$ cat config.mk
export PLATFORM = sky130hd
export DESIGN_NAME = bridge_pwm_steering
export DESIGN_NICKNAME = d
export VERILOG_FILES = /design/src/design/bridge_pwm_steering.v /design/src/design/deadband_delay.v
export VERILOG_INCLUDE_DIRS = /design/src /design/src/design
export SDC_FILE = /design/constraint.sdc
export NUM_CORES = 1
export LEC_CHECK = 0
export BUFFER_PORTS_ARGS = -buffer_cell sky130_fd_sc_hd__buf_2
export CAP_MARGIN = 20
export CORE_UTILIZATION = 57
export CTS_CLUSTER_DIAMETER = 60
export DETAILED_ROUTE_END_ITERATION = 6
export PLACE_DENSITY_LB_ADDON = 0.12
export SYNTH_ARGS = -nofsm -noshare
export SYNTH_HDL_FRONTEND = slang
export SYNTH_SLANG_ARGS = --single-unit
$ cat constraint.sdc
create_clock -name clock -period 3 [get_ports clock]
set_input_delay 0.6 -clock clock [delete_from_list [all_inputs] [get_ports clock]]
set_output_delay 0.6 -clock clock [all_outputs]
set_load 0.03 [all_outputs]
$ cat src/design/bridge_pwm_consts.vh
// Purpose: Constants for the bridge PWM output steering block
// Assumes: 10 MHz clock, one instruction cycle per four clocks
// Notes:   Register offsets are word-aligned byte addresses
`ifndef BRIDGE_PWM_CONSTS_VH
`define BRIDGE_PWM_CONSTS_VH

// Register byte offsets
`define OFS_PERIOD      5'h00
`define OFS_DUTY        5'h04
`define OFS_CONTROL     5'h08
`define OFS_DEADBAND    5'h0C
`define OFS_STATUS      5'h10
`define OFS_DIRECTION   5'h14

// Control field positions
`define CTL_POL_AC      0
`define CTL_POL_BD      1
`define CTL_CFG_LO      2
`define CTL_CFG_HI      3
`define CTL_ENABLE      4

// Output configuration encodings
`define CFG_SINGLE      2'h0
`define CFG_FULL_FWD    2'h1
`define CFG_HALF        2'h2
`define CFG_FULL_REV    2'h3

// Reset values
`define PERIOD_RST      8'hFF
`define DUTY_RST        10'h000
`define DIR_RST         4'hF

// Clocks per instruction cycle
`define CLK_PER_INSTR   4

`endif

$ cat src/design/bridge_pwm_steering.v
// Purpose: PWM generator with half-bridge and full-bridge output steering
// Assumes: Avalon-MM slave with waitrequest, synchronous active-low reset
// Notes:   Direction change sequencing and shutdown logic are not present
//
// Decided for this implementation: the address map and the Avalon-MM interface to the registers.
`include "bridge_pwm_consts.vh"
`default_nettype none

// Function
// [RQ1] Half-bridge: PWM on A, complement on B
// [RQ2] Delay each activating edge by dead-band count
// [RQ3] Dead-band above duty keeps output inactive
// [RQ4] Forward: A active, D modulated, B C inactive
// [RQ5] Reverse: C active, B modulated, A D inactive
// [RQ6] Direction bits clear before pin drives PWM
// [RQ7] Mode field selects single, half, forward, reverse
// [RQ8] Separate polarity for pairs A/C and B/D
// [RQ9] Period match: clear timer, set output, latch duty
// [RQ10] Clear modulation when time base equals duty
// [RQ11] Unused outputs released to alternate function
module bridge_pwm_steering (
  // Clock and reset
  input  wire        clock,
  input  wire        rst_b,
  // Avalon-MM slave
  input  wire [4:0]  address,
  input  wire        read,
  input  wire        write,
  input  wire [31:0] writedata,
  output reg  [31:0] readdata,
  output wire        waitrequest,
  // Steered outputs
  output reg         steer_out_a,
  output reg         steer_out_b,
  output reg         steer_out_c,
  output reg         steer_out_d,
  // Output enables, high while block drives pin
  output reg         steer_oe_a,
  output reg         steer_oe_b,
  output reg         steer_oe_c,
  output reg         steer_oe_d
);

  localparam CFG_W = 2;

  // Registers
  reg  [7:0]       period_value;
  reg  [9:0]       duty_buffer;
  reg  [9:0]       duty_latched;
  reg  [4:0]       control_reg;
  reg  [6:0]       deadband_count;
  reg  [3:0]       pin_direction_bits;
  reg              ack_reg;

  // Time base
  reg  [7:0]       period_timer;
  reg  [1:0]       prescale_bits;
  reg              modulated;
  reg              running;
  wire [9:0]       time_base;
  wire [9:0]       time_base_inc;
  wire             instr_tick;
  wire             period_end;
  wire [CFG_W-1:0] output_config_field;
  wire             pol_ac;
  wire             pol_bd;

  // Dead-band paths
  wire             half_a_raw;
  wire             half_b_raw;
  wire             half_a_del;
  wire             half_b_del;

  reg  [3:0]       level_next;
  reg  [3:0]       use_next;

  // Polarity adjust: active-low inverts
  function apply_pol;
    input level;
    input low_active;
    begin
      apply_pol = low_active ? ~level : level;
    end
  endfunction

  assign output_config_field = control_reg[`CTL_CFG_HI:`CTL_CFG_LO];
  assign pol_ac              = control_reg[`CTL_POL_AC];
  assign pol_bd              = control_reg[`CTL_POL_BD];
  assign time_base           = {period_timer, prescale_bits};
  // Clear one clock early so the pulse spans exactly duty clocks
  assign time_base_inc       = time_base + 10'h001;
  assign instr_tick          = (prescale_bits == 2'h3);
  assign period_end          = instr_tick && (period_timer == period_value);

  // Bus: one wait cycle per access
  assign waitrequest = (read || write) && !ack_reg;

  always @(posedge clock) begin
    if (!rst_b) begin
      ack_reg <= 1'b0;
    end else begin
      ack_reg <= (read || write) && !ack_reg;
    end
  end

  // Register writes
  always @(posedge clock) begin
    if (!rst_b) begin
      period_value       <= `PERIOD_RST;
      duty_buffer        <= `DUTY_RST;
      control_reg        <= 5'h00;
      deadband_count     <= 7'h00;
      pin_direction_bits <= `DIR_RST;
    end else if (write && ack_reg) begin
      if (address == `OFS_PERIOD) begin
        period_value <= writedata[7:0];
      end else if (address == `OFS_DUTY) begin
        duty_buffer <= writedata[9:0];
      end else if (address == `OFS_CONTROL) begin
        control_reg <= writedata[4:0];
      end else if (address == `OFS_DEADBAND) begin
        deadband_count <= writedata[6:0];
      end else if (address == `OFS_DIRECTION) begin
        pin_direction_bits <= writedata[3:0];
      end
    end
  end

  // Register reads
  always @(posedge clock) begin
    if (!rst_b) begin
      readdata <= 32'h00000000;
    end else if (read && !ack_reg) begin
      if (address == `OFS_PERIOD) begin
        readdata <= {24'h000000, period_value};
      end else if (address == `OFS_DUTY) begin
        readdata <= {22'h000000, duty_buffer};
      end else if (address == `OFS_CONTROL) begin
        readdata <= {27'h0000000, control_reg};
      end else if (address == `OFS_DEADBAND) begin
        readdata <= {25'h0000000, deadband_count};
      end else if (address == `OFS_STATUS) begin
        readdata <= {12'h000, duty_latched, period_timer, running, modulated};
      end else if (address == `OFS_DIRECTION) begin
        readdata <= {28'h0000000, pin_direction_bits};
      end else begin
        readdata <= 32'h00000000;
      end
    end
  end

  // Period timer and modulation
  always @(posedge clock) begin
    if (!rst_b || !control_reg[`CTL_ENABLE]) begin
      period_timer  <= 8'h00;
      prescale_bits <= 2'h0;
      modulated     <= 1'b0;
      running       <= 1'b0;
      duty_latched  <= `DUTY_RST;
    end else begin
      prescale_bits <= prescale_bits + 2'h1;
      if (period_end) begin
        period_timer <= 8'h00; // [RQ9]
        duty_latched <= duty_buffer; // [RQ9]
        modulated    <= (duty_buffer != 10'h000); // [RQ9]
        running      <= 1'b1;
      end else begin
        if (instr_tick) begin
          period_timer <= period_timer + 8'h01;
        end
        if (time_base_inc == duty_latched) begin
          modulated <= 1'b0; // [RQ10]
        end
      end
    end
  end

  assign half_a_raw = running && modulated; // [RQ1]
  assign half_b_raw = running && !modulated; // [RQ1]

  deadband_delay u_delay_a (
    .clock       (clock),
    .rst_b       (rst_b),
    .delay_count (deadband_count),
    .raw_in      (half_a_raw),
    .delayed_out (half_a_del)
  );

  deadband_delay u_delay_b (
    .clock       (clock),
    .rst_b       (rst_b),
    .delay_count (deadband_count),
    .raw_in      (half_b_raw),
    .delayed_out (half_b_del)
  );

  // Steering: {d, c, b, a} active levels and usage
  always @* begin
    level_next = 4'h0;
    use_next   = 4'h0;
    case (output_config_field) // [RQ7]
      `CFG_SINGLE: begin
        level_next = {3'h0, running && modulated};
        use_next   = 4'h1;
      end
      `CFG_HALF: begin
        level_next = {2'h0, half_b_del, half_a_del}; // [RQ2]
        use_next   = 4'h3;
      end
      `CFG_FULL_FWD: begin
        level_next = {running && modulated, 2'h0, running}; // [RQ4]
        use_next   = 4'hF;
      end
      `CFG_FULL_REV: begin
        level_next = {1'b0, running, running && modulated, 1'b0}; // [RQ5]
        use_next   = 4'hF;
      end
      default: begin
        level_next = 4'h0;
        use_next   = 4'h0;
      end
    endcase
    if (!control_reg[`CTL_ENABLE]) begin
      use_next = 4'h0;
    end
  end

  // Pin drive with polarity and direction
  always @(posedge clock) begin
    if (!rst_b) begin
      steer_out_a <= 1'b0;
      steer_out_b <= 1'b0;
      steer_out_c <= 1'b0;
      steer_out_d <= 1'b0;
      steer_oe_a  <= 1'b0;
      steer_oe_b  <= 1'b0;
      steer_oe_c  <= 1'b0;
      steer_oe_d  <= 1'b0;
    end else begin
      steer_out_a <= apply_pol(level_next[0], pol_ac); // [RQ8]
      steer_out_b <= apply_pol(level_next[1], pol_bd); // [RQ8]
      steer_out_c <= apply_pol(level_next[2], pol_ac); // [RQ8]
      steer_out_d <= apply_pol(level_next[3], pol_bd); // [RQ8]
      steer_oe_a  <= use_next[0] && !pin_direction_bits[0]; // [RQ6] [RQ11]
      steer_oe_b  <= use_next[1] && !pin_direction_bits[1]; // [RQ6] [RQ11]
      steer_oe_c  <= use_next[2] && !pin_direction_bits[2]; // [RQ6] [RQ11]
      steer_oe_d  <= use_next[3] && !pin_direction_bits[3]; // [RQ6] [RQ11]
    end
  end

endmodule

`default_nettype wire

$ cat src/design/deadband_delay.v
// Purpose: Delay the rising edge of one output by a count of instruction cycles
// Assumes: four clocks per instruction cycle, counted from the rising edge
// Notes:   A pulse shorter than the delay never appears at the output
`default_nettype none

module deadband_delay (
  // Clock and reset
  input  wire       clock,
  input  wire       rst_b,
  // Timing
  input  wire [6:0] delay_count,
  // Signal
  input  wire       raw_in,
  output reg        delayed_out
);

  reg  [8:0] count_reg;
  wire [8:0] limit;

  // Delay in clocks, so a mid-cycle edge still waits whole instruction cycles
  assign limit = {delay_count, 2'h0};

  always @(posedge clock) begin
    if (!rst_b) begin
      count_reg   <= 9'h000;
      delayed_out <= 1'b0;
    end else if (!raw_in) begin
      count_reg   <= 9'h000;
      delayed_out <= 1'b0;
    end else if (count_reg >= limit) begin
      delayed_out <= 1'b1; // [RQ2]
    end else begin
      count_reg <= count_reg + 9'h001; // [RQ3]
    end
  end

endmodule

`default_nettype wire

==> impl_metrics.csv <==
group,metric,value,unit
status,status,"finished clean",
global_routing,grt_pass1_wl,19900,um
critical_path,path_max_fanout,7,
worst_hold_path,worst_hold_path_type,"reg -> reg",
finish,area_growth,9.66,%
pwr,switchingPower,643,uW
synthesis,syn_inst,594,
critical_path,critPathCaptureType,"flip-flop",
critical_path,rrSetupSlack,550,ps
synthesis,syn_area,5110,um2
finish,top_register,"readdata",
cts,htree_levels,3,
routing,antenna_left,0,
sta,period_share,81.6,%
cts,postCtsHoldBufs,0,
finish,top_regs,"readdata (20), duty_buffer (10), duty_latched (10)",
worst_hold_path,min_path_cells,1,
routing,drc,0,
synthesis,synth_area_per_cell,8.61,um2
routing,detail_route.wl_per_cell,16.6,um
finish,final_cell_mix,"105 x dfxtp_1, 78 x nor2_1, 65 x nand2_1",
cts,clk_pin_slew,110,ps
sta,min_period,2450,ps
sta,fin_tns_setup,0,ps
sta,finalSetupViolCount,0,
critical_path,crit_path_max_incr_delay,570,ps
finish,fin_nets,689,
sta,worstMarginPinSlew,651,ps
cts,cts_tree,"built",
pwr,vdd_drop_max,360,uV
routing,first_iter_violations,186,
finish,drive_gt1_share,12.7,%
pwr,cellPowerDensity,473,nW/um2
cts,cts-buffers-inserted,9,
placed_design,placed_area,5350,um2
pwr,p_int,2010,uW
critical_path,crit_path_end,"modulated$_SDFFE_PP0P_",
floorplanning,pin_count,82,
synthesis,yosysUniqueCellTypes,59,
cts,root_buffer,"clkbuf_8",
critical_path,reg2reg_depth,7,
placed_design,hpwl,9120,um
synthesis,synth-warning-count,0,
sta,slew_violations,0,
synthesis,ys_seq_elements,105,
floorplanning,die-area,9350,um2
synthesis,seq_area_frac_synth,41.1,%
pwr,switching_share,24.3,%
routing,viasPerCell,5.78,
sta,hold_ws,451,ps
synthesis,synth_edf_count,0,
global_routing,overflow,0,
sta,hold_viol,0,
global_routing,grtUsageTotal,26.7,%
critical_path,start_kind,"flip-flop",
critical_path,crit_start,"period_timer[0]$_SDFFE_PP0N_",
cts,clock-sinks,105,
placed_design,place.gp.congestion,0.973,
pwr,p_seq_share,53.4,%
finish,fin_util,64.3,%
routing,vias,4276,
global_routing,grt_max_degree,28,
finish,largest_register_ffs,20,
floorplanning,std_cell_rows,34,
cts,cts_setup_buffers,0,
global_routing,grt_pass1_vias,4091,
critical_path,r2r-start,"period_timer[0]$_SDFFE_PP0N_",
critical_path,path_cells,"ha_1, nand4_1, nor2_1, xor3_1, a2111oi_0, a211oi_1, a21o_1",
floorplanning,die_x,96.7,um
critical_path,required,3270,ps
critical_path,path_class,"reg -> reg",
placed_design,placed_cells,723,
finish,diodes,0,
finish,finalInstanceArea,5610,um2
sta,skew,12.8,ps
sta,fmax,408,MHz
floorplanning,die_height,96.7,um
routing,wl,12300,um
synthesis,synthArstFlopShare,0,%
cts,clk_latency,380,ps
critical_path,rr_endpoint,"modulated$_SDFFE_PP0P_",
routing,dr.pass1.iters,5,
sta,slew_headroom,56.0,%
pwr,p_comb_share,5.8,%
critical_path,slowest_stage,"dfxtp_1",
floorplanning,start_util,58.6,%
critical_path,cp.arrival,2720,ps
cts,cts_max_path_buffers,2,
sta,grt_setup_unrepaired,"no",
floorplanning,fp.coreArea,8720,um2
synthesis,synth_ff_type,"dfxtp_1",
pwr,clkPwrFrac,40.8,%
run,cap_violations,0,
finish,final_cells,740,
cts,cts_resized,0,
global_routing,antenna_found_initial,0,
pwr,p_leak,0.00212,uW
placed_design,port-buffer-count,47,
finish,layout_commonest_cell,"dfxtp_1",
## routing by layer
metal  vias up  global-route usage, %  wire (um)
met2       112                   49.0       6400
li1       2106                      -          -
met5         -                      0          0
met4         0                   11.8        365
met3        30                   5.13        650
met1      2028                   29.6       4870
## power by group through the flow
stage | Clock (uW) | Sequential, uW | Combinational [uW]
after global placement | 0 | 1450 | 149
after floorplan | 0 | 1460 | 94.6
after detailed placement | 0 | 1450 | 151
after CTS | 1090 | 1420 | 152
final | 1080 | 1420 | 153
after global routing | 1130 | 1420 | 165
## worst max-delay path, delay by kind of cell (launching register included)
family	cells	cell delay, ps
AND/OR/NAND/NOR	2	440
XOR/XNOR	1	300
adder cells (fa/ha/maj)	1	270
AO/OA/AOI/OAI	3	760
flip-flops	1	570
## kinds of logic (layout without fill, tap and decap cells)
logic type | Yosys count | count (layout) | share of synthesized area [%]
adder cells (fa/ha/maj) | 21 | 21 | 5.14
AND/OR/NAND/NOR | 234 | 234 | 21.3
AO/OA/AOI/OAI | 102 | 102 | 13.5
buffers and inverters | 62 | 89 | 5.75
XOR/XNOR | 38 | 38 | 7.10
multiplexers | 31 | 31 | 6.07
other | 1 | 12 | 0.0733
flip-flops | 105 | 105 | 41.1
## layout make-up
cell class / instances / area (um2)
Multi-Input combinational cell: 438 / 2760
Fill cell: 745 / 3110
Timing Repair Buffer: 55 / 295
Clock buffer: 9 / 124
Clock inverter: 7 / 125
Sequential cell: 105 / 2100
Tap cell: 108 / 135
Inverter: 18 / 67.6
## synth_stat cells (2+ instances only)
library cell	n	area, um2
nor4b_2	2	30.0
xnor2_1	25	219
buf_4	13	97.6
nor4_1	5	31.3
xor3_1	2	47.6
a22oi_1	10	75.1
o21a_1	4	30.0
nor3_1	6	30.0
nand3b_1	2	15.0
xor2_1	11	96.3
a21o_1	3	22.5
o21ai_0	20	100
a31oi_1	4	25.0
nor2_1	78	293
ha_1	21	263
a21oi_1	34	170
nand4_1	7	43.8
nand3_1	36	180
dfxtp_1	105	2100
mux2i_1	31	310
inv_1	17	63.8
clkbuf_1	20	75.1
or3_1	8	50.1
and3_1	8	50.1
a311oi_1	3	26.3
a221oi_1	6	52.6
buf_2	10	50.1
a211oi_1	3	22.5
nand2_1	65	244
nor2b_1	6	37.5
## stage by stage
step	power [uW]	worst slack (ps)
final	2650	551
after global routing	2710	391
after CTS	2660	536
after detailed placement	1600	565
after global placement	1600	651
after floorplan	1560	921
## worst min-delay path by stage
| stage | from | endpoint | slack, ps |
|---|---|---|---|
| 6_report | pin_direction_bits[3]$_SDFFE_PN1P_ | steer_oe_d$_SDFF_PN0_ | 450 |
| 5_1_grt | pin_direction_bits[3]$_SDFFE_PN1P_ | steer_oe_d$_SDFF_PN0_ | 480 |
| 4_1_cts | pin_direction_bits[3]$_SDFFE_PN1P_ | steer_oe_d$_SDFF_PN0_ | 450 |
| 3_5_place_dp | pin_direction_bits[3]$_SDFFE_PN1P_ | steer_oe_d$_SDFF_PN0_ | 430 |
| 3_3_place_gp | readdata[15]$_SDFFE_PN0P_ | readdata[15]$_SDFFE_PN0P_ | 440 |
| 2_1_floorplan | pin_direction_bits[3]$_SDFFE_PN1P_ | steer_oe_d$_SDFF_PN0_ | 410 |
Power figures use the tool's default switching activity.
